--- src/design/frs_pkg.sv ---
// Constants and types for the floppy result-status and reset block
//Contract
//Set first error bit 7 on access past last sector or missing terminal count.
//Set first error bit 5 on ID-field or data-field CRC failure.
//Set first error bit 4 when host or DMA service arrives too late.
//Set first error bit 2 on missing sector, bad ID read, lost sequence.
//Set first error bit 1 if write-protect high during write or format.
//First error bit 0: no ID mark within two index pulses, or no data mark.
//Unused status bits read zero: first 6,3; second 7,3,2; drive 7.
//Set second error bit 6 when data mark type mismatches the read command.
//Set second error bit 5 on data-field CRC failure.
//Set second error bit 4 when ID track differs from internal track.
//Set second error bit 1 when ID track differs and equals FF hex.
//Set second error bit 0 when no data or deleted-data mark is found.
//Drive status bit 6 shows write-protect pin, bit 4 track-zero pin.
//Drive status bit 2 shows head-select pin, bits 1,0 drive-select pins.
//Drive status bits 5 and 3 always read one.
//Pin, control register and rate register resets, plus power-on initialise.
//Any reset source takes the core out of power-down.
//Hardware reset aborts all operations and goes idle; writes get corrupted.
//Reset exit clears internal state and configure settings, awaits command.
//Drive polling starts after reset unless a new configure disables it.
//Hardware reset clears all but the specify settings.
//Hardware reset sets control register reset bit; host must clear it.
//Status bytes are read as result bytes through the data register.
//Rate register reset self-clears; control register reset needs a write, wins.
package frs_pkg;
  // First error status byte fields
  localparam int S1_END_TRACK   = 7;
  localparam int S1_CRC         = 5;
  localparam int S1_OVERRUN     = 4;
  localparam int S1_NO_DATA     = 2;
  localparam int S1_NOT_WRITE   = 1;
  localparam int S1_NO_ID_MARK  = 0;
  // Second error status byte fields
  localparam int S2_CTRL_MARK   = 6;
  localparam int S2_DATA_CRC    = 5;
  localparam int S2_WRONG_TRK   = 4;
  localparam int S2_BAD_TRK     = 1;
  localparam int S2_NO_DATA_MK  = 0;
  // Drive status byte fields
  localparam int S3_WPROT       = 6;
  localparam int S3_ONE_HI      = 5;
  localparam int S3_TRACK_ZERO_PIN        = 4;
  localparam int S3_ONE_LO      = 3;
  localparam int S3_HEAD        = 2;
  // Reset values and special figures
  localparam logic [7:0]  STAT_RST      = 8'h00;
  localparam logic [7:0]  DRV_STAT_RST  = 8'h28;
  localparam logic [15:0] SPECIFY_RST   = 16'h0000;
  localparam logic [7:0]  BAD_TRACK_ID  = 8'hFF;
  localparam logic [1:0]  INDEX_LIMIT   = 2'h2;
  // Self-clearing rate register reset pulse
  localparam int CLK_NS          = 50;
  localparam int DSR_PULSE_NS    = 500;
  localparam int DSR_PULSE_CYC   = (DSR_PULSE_NS + CLK_NS - 1) / CLK_NS;
  localparam logic [3:0] DSR_CNT_LOAD = 4'(DSR_PULSE_CYC);
  // Result byte selector
  localparam logic [1:0] RES_ST1 = 2'h1;
  localparam logic [1:0] RES_ST2 = 2'h2;
  localparam logic [1:0] RES_ST3 = 2'h3;
  // Command kinds seen by the status logic
  typedef enum logic [2:0] {
    CMD_OTHER, CMD_READ_DATA, CMD_READ_DEL, CMD_READ_ID,
    CMD_READ_TRACK, CMD_WRITE_DATA, CMD_WRITE_DEL, CMD_FORMAT
  } frs_cmd_t;
endpackage

--- src/design/frs_rst_if.sv ---
// Reset request and reset state signals between top and reset control
`timescale 1ns/10ps
interface frs_rst_if;
  logic hw_req;      // Synchronised pin reset, high while held
  logic dor_wr;
  logic dor_bit;
  logic dsr_wr;
  logic dsr_bit;
  logic pd_req;
  logic core_reset;
  logic hw_pulse;
  logic exit_pulse;
  logic powered_down;
  logic dor_reset;
  modport top (output hw_req, dor_wr, dor_bit, dsr_wr, dsr_bit, pd_req,
               input  core_reset, hw_pulse, exit_pulse, powered_down, dor_reset);
  modport ctl (input  hw_req, dor_wr, dor_bit, dsr_wr, dsr_bit, pd_req,
               output core_reset, hw_pulse, exit_pulse, powered_down, dor_reset);
endinterface

--- src/design/frs_reset_ctl.sv ---
// Reset source arbitration, power-down exit and reset exit detection
`timescale 1ns/10ps
module frs_reset_ctl
  import frs_pkg::*;
(
  // Clock and power-on reset
  input wire logic clk,
  input wire logic rst_n,
  // Request and state bundle
  frs_rst_if.ctl   rif
);
  logic       dor_q;
  logic [3:0] dsr_cnt_q;
  logic       hw_d1_q;
  logic       core_q;
  logic       pd_q;

  // Control register reset bit: pin reset forces it, host write clears
  always_ff @(posedge clk or negedge rst_n) begin
    if (!rst_n) begin
      dor_q <= 1'b1;
    end else if (rif.hw_req) begin
      dor_q <= 1'b1;
    end else if (rif.dor_wr) begin
      dor_q <= rif.dor_bit;
    end
  end

  // Rate register reset times out by itself
  always_ff @(posedge clk or negedge rst_n) begin
    if (!rst_n) begin
      dsr_cnt_q <= 4'h0;
    end else if (rif.dsr_wr && rif.dsr_bit) begin
      dsr_cnt_q <= DSR_CNT_LOAD;
    end else if (dsr_cnt_q != 4'h0) begin
      dsr_cnt_q <= dsr_cnt_q - 4'h1;
    end
  end

  // Edge of pin reset for the abort pulse
  always_ff @(posedge clk or negedge rst_n) begin
    if (!rst_n) begin
      hw_d1_q <= 1'b0;
    end else begin
      hw_d1_q <= rif.hw_req;
    end
  end

  // Core reset level, registered to give a clean exit edge
  always_ff @(posedge clk or negedge rst_n) begin
    if (!rst_n) begin
      core_q <= 1'b1;
    end else begin
      core_q <= rif.hw_req | dor_q | (dsr_cnt_q != 4'h0);
    end
  end

  // Power-down left on any reset source
  always_ff @(posedge clk or negedge rst_n) begin
    if (!rst_n) begin
      pd_q <= 1'b0;
    end else if (core_q) begin
      pd_q <= 1'b0;
    end else if (rif.pd_req) begin
      pd_q <= 1'b1;
    end
  end

  assign rif.core_reset   = core_q;
  assign rif.hw_pulse     = rif.hw_req & ~hw_d1_q;
  assign rif.exit_pulse   = core_q & ~(rif.hw_req | dor_q | (dsr_cnt_q != 4'h0));
  assign rif.powered_down = pd_q;
  assign rif.dor_reset    = dor_q;
endmodule

--- src/design/frs_top.sv ---
// Result status bytes and reset handling of the floppy controller core
`timescale 1ns/10ps
module frs_top
  import frs_pkg::*;
(
  // Clock and power-on reset
  input  wire logic       clk,
  input  wire logic       rst_n,
  // Hardware reset pin, active low, asynchronous to clk
  input  wire logic       system_reset_pin_n,
  // Host control writes
  input  wire logic       dor_wr,
  input  wire logic       dor_reset_bit,
  input  wire logic       dsr_wr,
  input  wire logic       dsr_reset_bit,
  input  wire logic       power_down_req,
  input  wire logic       specify_wr,
  input  wire logic [15:0] specify_data,
  input  wire logic       configure_wr,
  input  wire logic       configure_poll_dis,
  // Command engine
  input  wire logic       cmd_start,
  input  wire logic [2:0] cmd_kind,
  input  wire logic       cmd_active,
  input  wire logic       evt_sector_past_end,
  input  wire logic       evt_tc_missing,
  input  wire logic       evt_id_crc_fail,
  input  wire logic       evt_data_crc_fail,
  input  wire logic       evt_overrun,
  input  wire logic       evt_sector_not_found,
  input  wire logic       evt_id_unreadable,
  input  wire logic       evt_sequence_lost,
  input  wire logic       id_search,
  input  wire logic       id_mark_seen,
  input  wire logic       id_valid,
  input  wire logic [7:0] id_track,
  input  wire logic [7:0] cur_track,
  input  wire logic       dam_seen,
  input  wire logic       dam_deleted,
  input  wire logic       dam_missing,
  // Drive cable pins, asynchronous to clk
  input  wire logic       write_protect_pin,
  input  wire logic       track_zero_pin,
  input  wire logic       head_select_pin,
  input  wire logic [1:0] drive_select_pin,
  input  wire logic       index_pulse_pin_n,
  // Result phase data register
  input  wire logic [1:0] result_sel,
  input  wire logic       result_rd,
  output logic      [7:0] result_data,
  // Status and reset state
  output logic      [7:0] first_error_status_byte,
  output logic      [7:0] second_error_status_byte,
  output logic      [7:0] drive_pin_status_byte,
  output logic            core_reset,
  output logic            abort_ops,
  output logic            powered_down,
  output logic            dor_reset_state,
  output logic            polling_en,
  output logic      [15:0] specify_q
);
  localparam int NPIN = 7;

  frs_rst_if rif ();

  logic [NPIN-1:0] pin_raw;
  logic [NPIN-1:0] pin_s1_q;
  logic [NPIN-1:0] pin_s2_q;
  logic            hw_req;
  logic            wp_s;
  logic            track_zero_pin_s;
  logic            head_s;
  logic [1:0]      ds_s;
  logic            index_s;
  logic            index_d_q;
  logic            index_fall;
  logic [1:0]      index_cnt_q;
  logic [7:0]      st1_q;
  logic [7:0]      st1_d;
  logic [7:0]      st2_q;
  logic [7:0]      st2_d;
  logic [7:0]      st3_q;
  logic            clr;
  logic            is_write;
  logic            trk_diff;
  logic            ma_index;
  logic            cm_evt;
  logic            poll_dis_q;
  logic            spec_pin_d_q;
  frs_cmd_t        kind;

  // Command kind decode used by several flags
  function automatic logic cmd_writes(input frs_cmd_t k);
    return (k == CMD_WRITE_DATA) || (k == CMD_WRITE_DEL) || (k == CMD_FORMAT);
  endfunction

  function automatic logic cmd_reads_data(input frs_cmd_t k);
    return (k == CMD_READ_DATA) || (k == CMD_READ_DEL);
  endfunction

  assign kind = frs_cmd_t'(cmd_kind);

  // All cable pins pass two flops before any logic looks at them
  assign pin_raw = {~index_pulse_pin_n, drive_select_pin, head_select_pin,
                    track_zero_pin, write_protect_pin, ~system_reset_pin_n};

  generate
    for (genvar i = 0; i < NPIN; i++) begin : g_sync
      always_ff @(posedge clk or negedge rst_n) begin
        if (!rst_n) begin
          pin_s1_q[i] <= 1'b0;
          pin_s2_q[i] <= 1'b0;
        end else begin
          pin_s1_q[i] <= pin_raw[i];
          pin_s2_q[i] <= pin_s1_q[i];
        end
      end
    end
  endgenerate

  assign hw_req  = pin_s2_q[0];
  assign wp_s    = pin_s2_q[1];
  assign track_zero_pin_s  = pin_s2_q[2];
  assign head_s  = pin_s2_q[3];
  assign ds_s    = pin_s2_q[5:4];
  assign index_s = pin_s2_q[6];

  // Reset sources feed the reset controller
  assign rif.hw_req  = hw_req;
  assign rif.dor_wr  = dor_wr;
  assign rif.dor_bit = dor_reset_bit;
  assign rif.dsr_wr  = dsr_wr;
  assign rif.dsr_bit = dsr_reset_bit;
  assign rif.pd_req  = power_down_req;

  frs_reset_ctl u_rst (
    .clk   (clk),
    .rst_n (rst_n),
    .rif   (rif.ctl)
  );

  assign core_reset      = rif.core_reset;
  assign abort_ops       = rif.core_reset | rif.hw_pulse;
  assign powered_down    = rif.powered_down;
  assign dor_reset_state = rif.dor_reset;

  // Specify settings survive the pin reset; only power-on clears them
  always_ff @(posedge clk or negedge rst_n) begin
    if (!rst_n) begin
      specify_q <= SPECIFY_RST;
    end else if (specify_wr && !rif.core_reset) begin
      specify_q <= specify_data;
    end
  end

  // Delayed abort pulse, a second hook that wipes configure state
  always_ff @(posedge clk or negedge rst_n) begin
    if (!rst_n) begin
      spec_pin_d_q <= 1'b0;
    end else begin
      spec_pin_d_q <= rif.hw_pulse;
    end
  end

  // Configure state wiped on every reset, so polling comes back on
  always_ff @(posedge clk or negedge rst_n) begin
    if (!rst_n) begin
      poll_dis_q <= 1'b0;
    end else if (rif.core_reset || rif.exit_pulse || spec_pin_d_q) begin
      poll_dis_q <= 1'b0;
    end else if (configure_wr) begin
      poll_dis_q <= configure_poll_dis;
    end
  end

  assign polling_en = ~rif.core_reset & ~poll_dis_q;

  // Index pulse counting while hunting for an ID mark
  assign index_fall = index_s & ~index_d_q;

  always_ff @(posedge clk or negedge rst_n) begin
    if (!rst_n) begin
      index_d_q <= 1'b0;
    end else begin
      index_d_q <= index_s;
    end
  end

  always_ff @(posedge clk or negedge rst_n) begin
    if (!rst_n) begin
      index_cnt_q <= 2'h0;
    end else if (rif.core_reset || !id_search || id_mark_seen) begin
      index_cnt_q <= 2'h0;
    end else if (index_fall && index_cnt_q != INDEX_LIMIT) begin
      index_cnt_q <= index_cnt_q + 2'h1;
    end
  end

  // Second index pulse with no mark seen is a missing-mark fault
  assign ma_index = id_search & ~id_mark_seen & index_fall
                  & (index_cnt_q == INDEX_LIMIT - 2'h1);

  assign is_write = cmd_writes(kind);
  assign trk_diff = id_valid && (id_track != cur_track);
  assign cm_evt   = dam_seen && (((kind == CMD_READ_DATA) && dam_deleted) ||
                    ((kind == CMD_READ_DEL) && !dam_deleted));
  assign clr      = cmd_start | rif.core_reset;

  // First error status: sticky flags, new events beat the command-start clear
  always_comb begin
    st1_d = clr ? STAT_RST : st1_q;
    if (evt_sector_past_end || evt_tc_missing) begin
      st1_d[S1_END_TRACK] = 1'b1;
    end
    if (evt_id_crc_fail || evt_data_crc_fail) begin
      st1_d[S1_CRC] = 1'b1;
    end
    if (evt_overrun) begin
      st1_d[S1_OVERRUN] = 1'b1;
    end
    if ((evt_sector_not_found && cmd_reads_data(kind)) ||
        (evt_id_unreadable && kind == CMD_READ_ID) ||
        (evt_sequence_lost && kind == CMD_READ_TRACK)) begin
      st1_d[S1_NO_DATA] = 1'b1;
    end
    if (wp_s && cmd_active && is_write) begin
      st1_d[S1_NOT_WRITE] = 1'b1;
    end
    if (ma_index || dam_missing) begin
      st1_d[S1_NO_ID_MARK] = 1'b1;
    end
    st1_d[6] = 1'b0;
    st1_d[3] = 1'b0;
    if (rif.core_reset) begin
      st1_d = STAT_RST;
    end
  end

  // Second error status: same sticky scheme
  always_comb begin
    st2_d = clr ? STAT_RST : st2_q;
    if (cm_evt) begin
      st2_d[S2_CTRL_MARK] = 1'b1;
    end
    if (evt_data_crc_fail) begin
      st2_d[S2_DATA_CRC] = 1'b1;
    end
    if (trk_diff) begin
      st2_d[S2_WRONG_TRK] = 1'b1;
    end
    if (trk_diff && id_track == BAD_TRACK_ID) begin
      st2_d[S2_BAD_TRK] = 1'b1;
    end
    if (dam_missing) begin
      st2_d[S2_NO_DATA_MK] = 1'b1;
    end
    st2_d[7] = 1'b0;
    st2_d[3] = 1'b0;
    st2_d[2] = 1'b0;
    if (rif.core_reset) begin
      st2_d = STAT_RST;
    end
  end

  always_ff @(posedge clk or negedge rst_n) begin
    if (!rst_n) begin
      st1_q <= STAT_RST;
    end else begin
      st1_q <= st1_d;
    end
  end

  always_ff @(posedge clk or negedge rst_n) begin
    if (!rst_n) begin
      st2_q <= STAT_RST;
    end else begin
      st2_q <= st2_d;
    end
  end

  // Drive status mirrors the synchronised cable pins every cycle
  always_ff @(posedge clk or negedge rst_n) begin
    if (!rst_n) begin
      st3_q <= DRV_STAT_RST;
    end else begin
      st3_q         <= 8'h00;
      st3_q[S3_WPROT] <= wp_s;
      st3_q[S3_TRACK_ZERO_PIN]  <= track_zero_pin_s;
      st3_q[S3_ONE_HI] <= 1'b1;
      st3_q[S3_ONE_LO] <= 1'b1;
      st3_q[S3_HEAD]  <= head_s;
      st3_q[1:0]      <= ds_s;
    end
  end

  assign first_error_status_byte  = st1_q;
  assign second_error_status_byte = st2_q;
  assign drive_pin_status_byte    = st3_q;

  // Result byte latched on the data register read strobe
  always_ff @(posedge clk or negedge rst_n) begin
    if (!rst_n) begin
      result_data <= STAT_RST;
    end else if (rif.core_reset) begin
      result_data <= STAT_RST;
    end else if (result_rd) begin
      case (result_sel)
        RES_ST1: result_data <= st1_q;
        RES_ST2: result_data <= st2_q;
        RES_ST3: result_data <= st3_q;
        default: result_data <= STAT_RST;
      endcase
    end
  end
endmodule

--- config.mk ---
export PLATFORM = sky130hd
export DESIGN_NAME = frs_top
export DESIGN_NICKNAME = d
export VERILOG_FILES = /design/src/design/frs_pkg.sv /design/src/design/frs_rst_if.sv /design/src/design/frs_reset_ctl.sv /design/src/design/frs_top.sv
export SDC_FILE = /design/constraint.sdc
export NUM_CORES = 1
export LEC_CHECK = 0
export BUFFER_PORTS_ARGS = -buffer_cell sky130_fd_sc_hd__buf_2
export CAP_MARGIN = 40
export CORE_AREA = 5 5 102 104
export CTS_BUF_LIST = sky130_fd_sc_hd__clkbuf_8
export DETAILED_ROUTE_END_ITERATION = 10
export DIE_AREA = 0 0 107 109
export GPL_TIMING_DRIVEN = 1
export PLACE_DENSITY = 0.65
export SETUP_SLACK_MARGIN = 0.05
export SLEW_MARGIN = 5
export SYNTH_ARGS = -nofsm -noshare
export SYNTH_HDL_FRONTEND = slang
export SYNTH_SLANG_ARGS = --single-unit
export TNS_END_PERCENT = 30
--- constraint.sdc ---
create_clock -name clk -period 1.33 [get_ports clk]
set_input_delay 0 -clock clk [delete_from_list [all_inputs] [get_ports clk]]
set_output_delay 0 -clock clk [all_outputs]
set_load 0.03 [all_outputs]
==> flow_summary_export.csv, run 1 <==
group,metric,value,unit
synthesis,syn-cell-area,2820,µm²
timing,finalSetupViolCount,0,
run,cap_violations,0,
floorplan,die_w,107,µm
timing,fin_crit_sh,99.1,%
global_route,grt_pass1_vias,2315,
floorplan,die_y,109,µm
floorplan,pin_count,124,
synthesis,yosysSeqAreaShare,59.6,%
cts,ctsLongestPathBuffers,2,
timing,fin_skew,7.66,ps
final_layout,final_util,45.8,%
synthesis,ys_types,41,
global_route,grt_max_degree,28,
cts,h-tree-depth,3,
detailed_routing,final_antenna_net_count,0,
global_route,grt_pass1_wl,11200,µm
worst_setup_path,critPathSlowestCell,"or3_1",
synthesis,yosys_register_bits,67,
place,place_area,3530,µm²
detailed_routing,drc,0,
power,p_per_area,1370,nW/µm²
worst_setup_path,end_kind,"register",
cts,path_clk_slew,60,ps
global_route,antenna_found_initial,0,
synthesis,syn_area_per_cell,12.8,µm²
worst_setup_path,crit_family,"simple AND/OR/NAND/NOR gates",
detailed_routing,firstDrtPassIters,4,
worst_setup_path,reg2regPathDepth,3,
timing,fmax,759,MHz
worst_setup_path,cp.arrival,1530,ps
timing,max_slew_margin,60.1,%
global_route,overflow,0,
worst_setup_path,cp_max_fo,2,
synthesis,synth_cells,220,
worst_setup_path,cp-start-kind,"register",
hold_path,hold_path.class,"in2reg",
final_layout,syn2layout_area_growth,54.0,%
timing,finalMaxSlewViolations,0,
worst_setup_path,path_class,"reg2reg",
worst_setup_path,crit_required,1540,ps
synthesis,yosys_warnings,0,
final_layout,num-fill-cells,866,
detailed_routing,drt_iter0_drc,74,
timing,rsz0062_at_grt,"true",
place,place_congestion,0.747,
worst_setup_path,r2r_end,"u_rst.dsr_cnt_q[3]",
cts,insertion_delay,330,ps
detailed_routing,routed_wirelength,7160,µm
power,leakagePower,2.15,nW
cts,cts_tree,"built",
final_layout,nets,473,
power,ir_drop,0.774,mV
final_layout,post-route-cell-area,4340,µm²
place,dp_hpwl,5110,µm
timing,tightest_slew,592,ps
timing,hold_viol,0,
global_route,grt_usage,12.3,%
floorplan,design.core.area,9460,µm²
timing,layout_min_cycle_time,1320,ps
detailed_routing,viasPerCell,4.41,
floorplan,start_util,29.8,%
detailed_routing,num_vias,2273,
worst_setup_path,rrSetupSlack,10,ps
floorplan,rows,36,
worst_setup_path,worstReg2RegStart,"u_rst.dsr_cnt_q[1]",
place,portBuffers,115,
worst_setup_path,worst-path-buf-inv,1,
timing,setup_tns,0,ps
detailed_routing,post_drt_wl_per_cell,13.9,µm
final_layout,final_common_cell,"buf_2",
worst_setup_path,cp.depth,3,
final_layout,antenna_cells,0,
cts,cts_sinks,67,
worst_setup_path,crit_chain,"buf_4 -> or3_1 -> a221o_1",
status,status,"complete, no violations",
final_layout,drive_above_1_share,45.5,%
floorplan,die_area,11700,µm²
cts,numCtsBuffers,9,
worst_setup_path,crit_end,"u_rst.dsr_cnt_q[3]",
place,place_inst,449,
final_layout,final_cell_mix,"buf_2 (112), dfrtp_1 (65), dlygate4sd3_1 (44), nor2_1 (21)",
final_layout,stdcell_count,516,
worst_setup_path,max_stage_delay,390,ps
worst_setup_path,startpoint,"u_rst.dsr_cnt_q[1]",
cts,cts_root_buf,"clkbuf_8",
[per-stage QoR]
step	hold slack [ps]	setup WS, ps	power (W)
after global placement	-0.559	48.7	0.00400
after CTS	21.6	13.3	0.00595
after floorplan	-296	-141	0.00353
after detailed placement	7.79	-37.3	0.00404
after global routing	30.4	-27.5	0.00629
final	25.4	12.5	0.00595
[synth_stat cells]
cell type / n / area [µm²]
a21o_1: 1 / 7.51
inv_1: 7 / 26.3
nor3_1: 7 / 35.0
xor2_1: 8 / 70.1
mux2i_1: 4 / 40.0
a211oi_1: 2 / 15.0
ha_1: 3 / 37.5
nor2_1: 21 / 78.8
o22ai_1: 1 / 6.26
o2111ai_1: 1 / 8.76
a21oi_1: 14 / 70.1
a221o_1: 2 / 20.0
or2_2: 1 / 6.26
nand2_1: 9 / 33.8
nand4_1: 2 / 12.5
a22o_1: 1 / 8.76
nor2b_1: 3 / 18.8
xnor2_1: 2 / 17.5
a221oi_2: 2 / 30.0
a2111oi_2: 1 / 15.0
a211o_1: 1 / 8.76
nor3b_2: 2 / 25.0
nor3b_1: 1 / 7.51
buf_6: 3 / 33.8
buf_8: 1 / 15.0
dfrtp_1: 65 / 1630
a221oi_1: 2 / 17.5
and2b_1: 1 / 7.51
clkinv_1: 2 / 7.51
clkbuf_1: 2 / 7.51
dfstp_2: 2 / 52.6
nand3_1: 4 / 20.0
buf_4: 10 / 75.1
or3_1: 1 / 6.26
nand2b_1: 3 / 18.8
mux2_4: 12 / 180
nor4_1: 2 / 12.5
a32oi_1: 2 / 17.5
mux2_2: 9 / 101
conb_1: 2 / 7.51
nor2b_2: 1 / 8.76
[state kept, by name (all words and copies together) (netlist names), 2 cells and up]
name and flops:
first_error_status_byte 6, specify_q 16, drive_pin_status_byte 5, ds_s 2
second_error_status_byte 5, index_cnt_q 2, pin_s1_q 7, u_rst.dsr_cnt_q 4
result_data 8
[worst min-delay path, delay by kind of cell]
family / cells / cell delay [ps]
and+or+nand+nor: 2 / 220
buffers and inverters: 1 / 100
[cell type report]
type                            instances  area, µm²  share of cell area (%)
Timing Repair Buffer                  178       1230                    28.4
Clock inverter                          2       35.0                   0.808
Clock buffer                           12        165                    3.81
Sequential cell                        67       1680                    38.7
Inverter                                9       33.8                   0.779
Tap cell                              114        143                    3.29
Multi-Input combinational cell        134       1050                    24.2
[per-layer routing]
| layer | share of wire, % | track usage [%] |
|---|---|---|
| met5 | 0 | 0 |
| met4 | 0.77 | 3.01 |
| met3 | 7.6 | 5.03 |
| met2 | 50 | 20.0 |
| met1 | 42 | 15.3 |
[logic make-up (layout without fill, tap and decap cells)]
group,Yosys count,after routing,synth area share [%]
AOI/OAI and AO/OA,30,30,8.00
buffers and inverters,25,201,5.87
DFF,67,67,59.6
and+or+nand+nor,58,58,10.4
other,2,8,0.267
muxes,25,25,11.4
xor gates and xnor gates,10,10,3.11
adders and majority gates,3,3,1.33
[power breakdown]
| part | internal [W] | leakage [nW] | total (W) | switching [W] |
|---|---|---|---|---|
| sequential | 0.00233 | 0.842 | 0.00252 | 0.000185 |
| clock | 0.000996 | 0.104 | 0.00171 | 0.000710 |
| combinational | 0.000806 | 1.21 | 0.00173 | 0.000924 |
| total | 0.00414 | 2.15 | 0.00595 | 0.00182 |
[what timing repair did]
action | 4_1_cts | 5_1_grt
cloned | 0 | 0
endpoints found under the setup margin | 5 | 10
hold buffers | 45 | 0
pin swaps | 0 | 5
resized for setup | 14 | 10
setup buffers | 5 | 3
endpoints found under the hold margin | 61 | 0
[worst min path at each step]
stage,start,end,slack (ps),cells after the start
2_1_floorplan,rst_n,drive_pin_status_byte[0],-300,0
3_3_place_gp,rst_n,first_error_status_byte[4],-0.6,1
3_5_place_dp,rst_n,first_error_status_byte[4],8,1
4_1_cts,result_sel[0],result_data[2],20,3
5_1_grt,id_valid,second_error_status_byte[4],30,4
6_report,id_search,index_cnt_q[0],30,3
Power figures use the tool's default switching activity.
==> inputs of run 2 (changes only) <==
--- a/config.mk
+++ b/config.mk
@@ -12,9 +12,9 @@
 export DETAILED_ROUTE_END_ITERATION = 10
 export DIE_AREA = 0 0 107 109
 export GPL_TIMING_DRIVEN = 1
+export HOLD_SLACK_MARGIN = 0.1
 export PLACE_DENSITY = 0.65
 export SETUP_SLACK_MARGIN = 0.05
-export SLEW_MARGIN = 5
 export SYNTH_ARGS = -nofsm -noshare
 export SYNTH_HDL_FRONTEND = slang
 export SYNTH_SLANG_ARGS = --single-unit
==> run 2 against run 1 <==
Against the previous run: sequential cell count unchanged; register-to-register slack about the same; first-iteration DRC count decreased by 31%; final cell count increased by 2.1%; maximum frequency about the same; clock power about the same; largest cell class unchanged.
==> flow_summary_export.csv, run 2 (synthesis gave the netlist of run 1 again) <==
group,metric,value,unit
status,status,"complete, no violations",
timing,fin_skew,7.98,ps
power,leakagePower,2.19,nW
worst_setup_path,cp.arrival,1530,ps
global_route,grt_pass1_vias,2410,
power,p_per_area,1340,nW/µm²
final_layout,largest_reg_flops,16,
final_layout,final_util,47.1,%
worst_setup_path,reg2regPathDepth,3,
cts,cts_tree,"built",
detailed_routing,final_antenna_net_count,0,
worst_setup_path,rrSetupSlack,10,ps
global_route,overflow,0,
worst_setup_path,end_kind,"register",
global_route,grt-busiest-layer,"met2",
timing,max_slew_margin,57.6,%
worst_setup_path,crit_end,"u_rst.dsr_cnt_q[3]",
global_route,grt_max_degree,28,
global_route,antenna_found_initial,0,
worst_setup_path,cp-start-kind,"register",
place,portBuffers,115,
timing,layout_min_cycle_time,1320,ps
timing,fmax,759,MHz
floorplan,die_area,11700,µm²
place,dp_hpwl,5110,µm
worst_setup_path,startpoint,"u_rst.dsr_cnt_q[1]",
global_route,met1_usage,15.6,%
global_route,use_met3,4.91,%
timing,hold_ws,126,ps
timing,rsz0062_at_grt,"true",
final_layout,nets,484,
final_layout,stdcell_count,527,
cts,path_clk_slew,70,ps
cts,cts_sinks,67,
floorplan,rows,36,
cts,insertion_delay,330,ps
floorplan,start_util,29.8,%
final_layout,drive_above_1_share,44.8,%
floorplan,die_y,109,µm
timing,hold_viol,0,
worst_setup_path,path_class,"reg2reg",
cts,h-tree-depth,3,
worst_setup_path,cp_max_fo,2,
global_route,grt_pass1_wl,11600,µm
final_layout,reg_top3,"specify_q (16), result_data (8), pin_s1_q (7)",
final_layout,regArea,1680,µm²
timing,finalMaxSlewViolations,0,
timing,fin_crit_sh,99.1,%
detailed_routing,firstDrtPassIters,4,
hold_path,hold_path.class,"in2reg",
detailed_routing,num_vias,2337,
detailed_routing,post_drt_wl_per_cell,14.3,µm
final_layout,multiInputGateArea,1050,µm²
worst_setup_path,r2r_end,"u_rst.dsr_cnt_q[3]",
detailed_routing,viasPerCell,4.43,
timing,tightest_slew,631,ps
final_layout,syn2layout_area_growth,58.2,%
detailed_routing,drc,0,
floorplan,die_w,107,µm
global_route,use_met2,21.1,%
floorplan,design.core.area,9460,µm²
final_layout,post-route-cell-area,4450,µm²
cts,numCtsBuffers,9,
place,place_congestion,0.747,
worst_setup_path,crit_required,1540,ps
final_layout,final_cell_mix,"buf_2 (110), dfrtp_1 (65), dlygate4sd3_1 (54), nor2_1 (21), buf_4 (14)",
hold_path,min_from,"id_track[5]",
detailed_routing,routed_wirelength,7530,µm
final_layout,antenna_cells,0,
final_layout,num-fill-cells,856,
final_layout,top_register,"specify_q",
timing,finalSetupViolCount,0,
cts,cts_root_buf,"clkbuf_8",
power,ir_drop,0.774,mV
global_route,grt_usage,12.8,%
floorplan,pin_count,124,
final_layout,final_common_cell,"buf_2",
power,total_power,0.00599,W
cts,ctsLongestPathBuffers,2,
place,place_inst,449,
worst_setup_path,worstReg2RegStart,"u_rst.dsr_cnt_q[1]",
place,place_area,3530,µm²
run,cap_violations,0,
detailed_routing,drt_iter0_drc,51,
run 2: how the worst min path moves through the flow:
stage / end / slack, ps / depth (start not counted)
finish: second_error_status_byte[1] / 130 / 4
global route: second_error_status_byte[6] / 160 / 4
CTS: second_error_status_byte[6] / 120 / 4
detailed placement: first_error_status_byte[4] / 8 / 1
global placement: first_error_status_byte[4] / -0.6 / 1
floorplan: drive_pin_status_byte[0] / -300 / 0
run 2: per-stage QoR:
| stage | setup TNS, ps | setup slack [ps] |
|---|---|---|
| 2_1_floorplan | -1420 | -141 |
| 3_3_place_gp | 0 | 48.7 |
| 3_5_place_dp | -37.3 | -37.3 |
| 4_1_cts | 0 | 13.3 |
| 5_1_grt | -50.3 | -27.5 |
| 6_report | 0 | 12.5 |
run 2: what timing repair did:
| action | 4_1_cts | 5_1_grt |
|---|---|---|
| buffers inserted | 5 | 4 |
| hold buffers | 56 | 0 |
| pin swaps | 0 | 7 |
| gates resized for setup | 14 | 13 |
| endpoints found under the hold margin | 115 | 0 |
| endpoints found under the setup margin | 5 | 12 |
run 2: critical path, cell delays in order (launching register included):
cell	delay (ps)
dfrtp_1	380
buf_4	140
or3_1	390
a221o_1	300
run 2: power by group:
| part | leakage, nW | switching (W) | internal, W |
|---|---|---|---|
| registers | 0.842 | 0.000186 | 0.00233 |
| clock network | 0.104 | 0.000711 | 0.000996 |
| logic | 1.25 | 0.000936 | 0.000828 |
run 2: cell type report:
| class | count | share of cell area (%) |
|---|---|---|
| Sequential cell | 67 | 37.7 |
| Clock buffer | 12 | 3.71 |
| Clock inverter | 2 | 0.787 |
| Multi-Input combinational cell | 134 | 23.7 |
| Timing Repair Buffer | 189 | 30.2 |
| Inverter | 9 | 0.758 |
| Tap cell | 114 | 3.20 |
run 2: metal layers:
layer	wire, µm	up-vias	part of all wire [%]
met1	3070	1115	41
met4	121	0	1.6
met3	561	13	7.5
met5	0	-	0
met2	3770	89	50
li1	-	1120	-
==> inputs of run 3 (changes only) <==
--- a/config.mk
+++ b/config.mk
@@ -7,14 +7,15 @@
 export LEC_CHECK = 0
 export BUFFER_PORTS_ARGS = -buffer_cell sky130_fd_sc_hd__buf_2
 export CAP_MARGIN = 40
-export CORE_AREA = 5 5 102 104
+export CORE_AREA = 5 5 86 88
 export CTS_BUF_LIST = sky130_fd_sc_hd__clkbuf_8
 export DETAILED_ROUTE_END_ITERATION = 10
-export DIE_AREA = 0 0 107 109
+export DIE_AREA = 0 0 91 93
 export GPL_TIMING_DRIVEN = 1
 export HOLD_SLACK_MARGIN = 0.1
-export PLACE_DENSITY = 0.65
+export PLACE_DENSITY = 0.85
 export SETUP_SLACK_MARGIN = 0.05
+export SKIP_CTS_REPAIR_TIMING = 1
 export SYNTH_ARGS = -nofsm -noshare
 export SYNTH_HDL_FRONTEND = slang
 export SYNTH_SLANG_ARGS = --single-unit
==> run 3 against run 2 <==
Against the previous run: sequential share of layout area up 0.50 points; hold slack worse by 25 ps; non-clock buffer count down 4; utilization up 20 points; largest cell class unchanged; largest power group unchanged; highest routed layer unchanged.
==> flow_summary_export.csv, run 3 (synthesis gave the netlist of run 1 again) <==
group,metric,value,unit
worst_setup_path,cp_max_fo,2,
floorplan,die_area,8460,µm²
worst_setup_path,worstReg2RegStart,"u_rst.dsr_cnt_q[1]",
detailed_routing,post_drt_wl_per_cell,14.8,µm
timing,hold_ws,101,ps
global_route,grt_max_degree,27,
final_layout,nets,480,
timing,fin_skew,7.30,ps
place,place_congestion,0.820,
cts,cts_root_buf,"clkbuf_8",
worst_setup_path,cp-start-kind,"register",
place,dp_hpwl,4960,µm
cts,h-tree-depth,3,
timing,rsz0062_at_grt,"true",
run,cap_violations,0,
timing,finalSetupViolCount,0,
detailed_routing,firstDrtPassIters,4,
timing,fmax,754,MHz
floorplan,die_w,91,µm
place,portBuffers,115,
final_layout,reg_top3,"specify_q (16), result_data (8), pin_s1_q (7)",
detailed_routing,wl_met3,546,µm
worst_setup_path,startpoint,"u_rst.dsr_cnt_q[1]",
power,ir_drop,0.991,mV
floorplan,start_util,42.9,%
power,leakagePower,2.18,nW
timing,hold_viol,0,
hold_path,hold_path.class,"in2reg",
timing,layout_min_cycle_time,1330,ps
global_route,antenna_found_initial,0,
worst_setup_path,crit_required,1540,ps
global_route,overflow,0,
final_layout,antenna_cells,0,
status,status,"complete, no violations",
final_layout,syn2layout_area_growth,56.1,%
place,place_inst,415,
detailed_routing,met2WireLength,3750,µm
timing,finalMaxSlewViolations,0,
global_route,grt_usage,15.3,%
worst_setup_path,path_class,"reg2reg",
worst_setup_path,end_kind,"register",
floorplan,design.core.area,6570,µm²
floorplan,rows,30,
cts,insertion_delay,330,ps
worst_setup_path,reg2regPathDepth,3,
cts,ctsLongestPathBuffers,2,
final_layout,drive_above_1_share,45.5,%
global_route,grt_pass1_wl,10300,µm
detailed_routing,drt_iter0_drc,27,
worst_setup_path,r2r_end,"u_rst.dsr_cnt_q[3]",
detailed_routing,final_antenna_net_count,0,
detailed_routing,drc,0,
cts,cts_tree,"built",
worst_setup_path,rrSetupSlack,3,ps
final_layout,top_register,"specify_q",
final_layout,stdcell_count,491,
detailed_routing,viasPerCell,4.74,
cts,cts_sinks,67,
power,p_per_area,1460,nW/µm²
final_layout,final_cell_mix,"buf_2 (114), dfrtp_1 (65), dlygate4sd3_1 (50), nor2_1 (21), mux2_4 (18)",
cts,path_clk_slew,70,ps
worst_setup_path,crit_end,"u_rst.dsr_cnt_q[3]",
cts,numCtsBuffers,9,
detailed_routing,top_layer,"met4",
timing,final.setup.worst_slack,3.39,ps
global_route,grt_pass1_vias,2182,
place,pre_cts_slack,-48.0,ps
detailed_routing,met1Wirelength,2860,µm
floorplan,pin_count,124,
floorplan,die_y,93,µm
timing,fin_crit_sh,99.7,%
final_layout,final_common_cell,"buf_2",
final_layout,largest_reg_flops,16,
detailed_routing,routed_wirelength,7240,µm
worst_setup_path,cp.arrival,1530,ps
timing,setup_tns,0,ps
detailed_routing,num_vias,2328,
-- run 3: metrics by stage --
step,instance area (µm²),power (W),utilization (%)
CTS,3740,0.00614,56.9
detailed placement,3490,0.00405,53.1
finish,4400,0.00640,66.9
global route,4400,0.00673,66.9
floorplan,2840,0.00353,-
global placement,3490,0.00399,53.1
-- run 3: area by class of cell --
cell class,count,area [µm²]
repair buffers,185,1260
clock inverters,6,113
clock buffers,10,138
well taps,80,100
flip-flops and latches,67,1680
inverters,9,33.8
multi-input cells,134,1070
fillers,506,2170
-- run 3: layer usage --
layer,GRT usage (%),vias to the layer above
li1,-,1111
met1,18.4,1125
met2,24.9,83
met3,5.95,9
met4,5.50,0
met5,0,-
-- run 3: worst max-delay path: stages (launching register included) --
cell and delay (ps):
dfrtp_1 400, buf_4 140, or3_4 380, a221o_1 300
-- run 3: how the worst min path moves through the flow --
| stage | from | endpoint | slack, ps | depth (start not counted) |
|---|---|---|---|---|
| after floorplan | rst_n | drive_pin_status_byte[0] | -300 | 0 |
| after global placement | rst_n | index_d_q | -70 | 1 |
| after detailed placement | rst_n | index_d_q | -70 | 1 |
| after CTS | rst_n | specify_q[8] | -440 | 1 |
| after global routing | id_track[1] | second_error_status_byte[1] | 110 | 4 |
| final | id_track[1] | second_error_status_byte[1] | 100 | 4 |
-- run 3: power by group --
part           total [W]  leakage, nW  switching [W]  internal, W
combinational    0.00181         1.22       0.000934     0.000879
clock            0.00206        0.115       0.000768      0.00130
sequential       0.00253        0.842       0.000194      0.00233
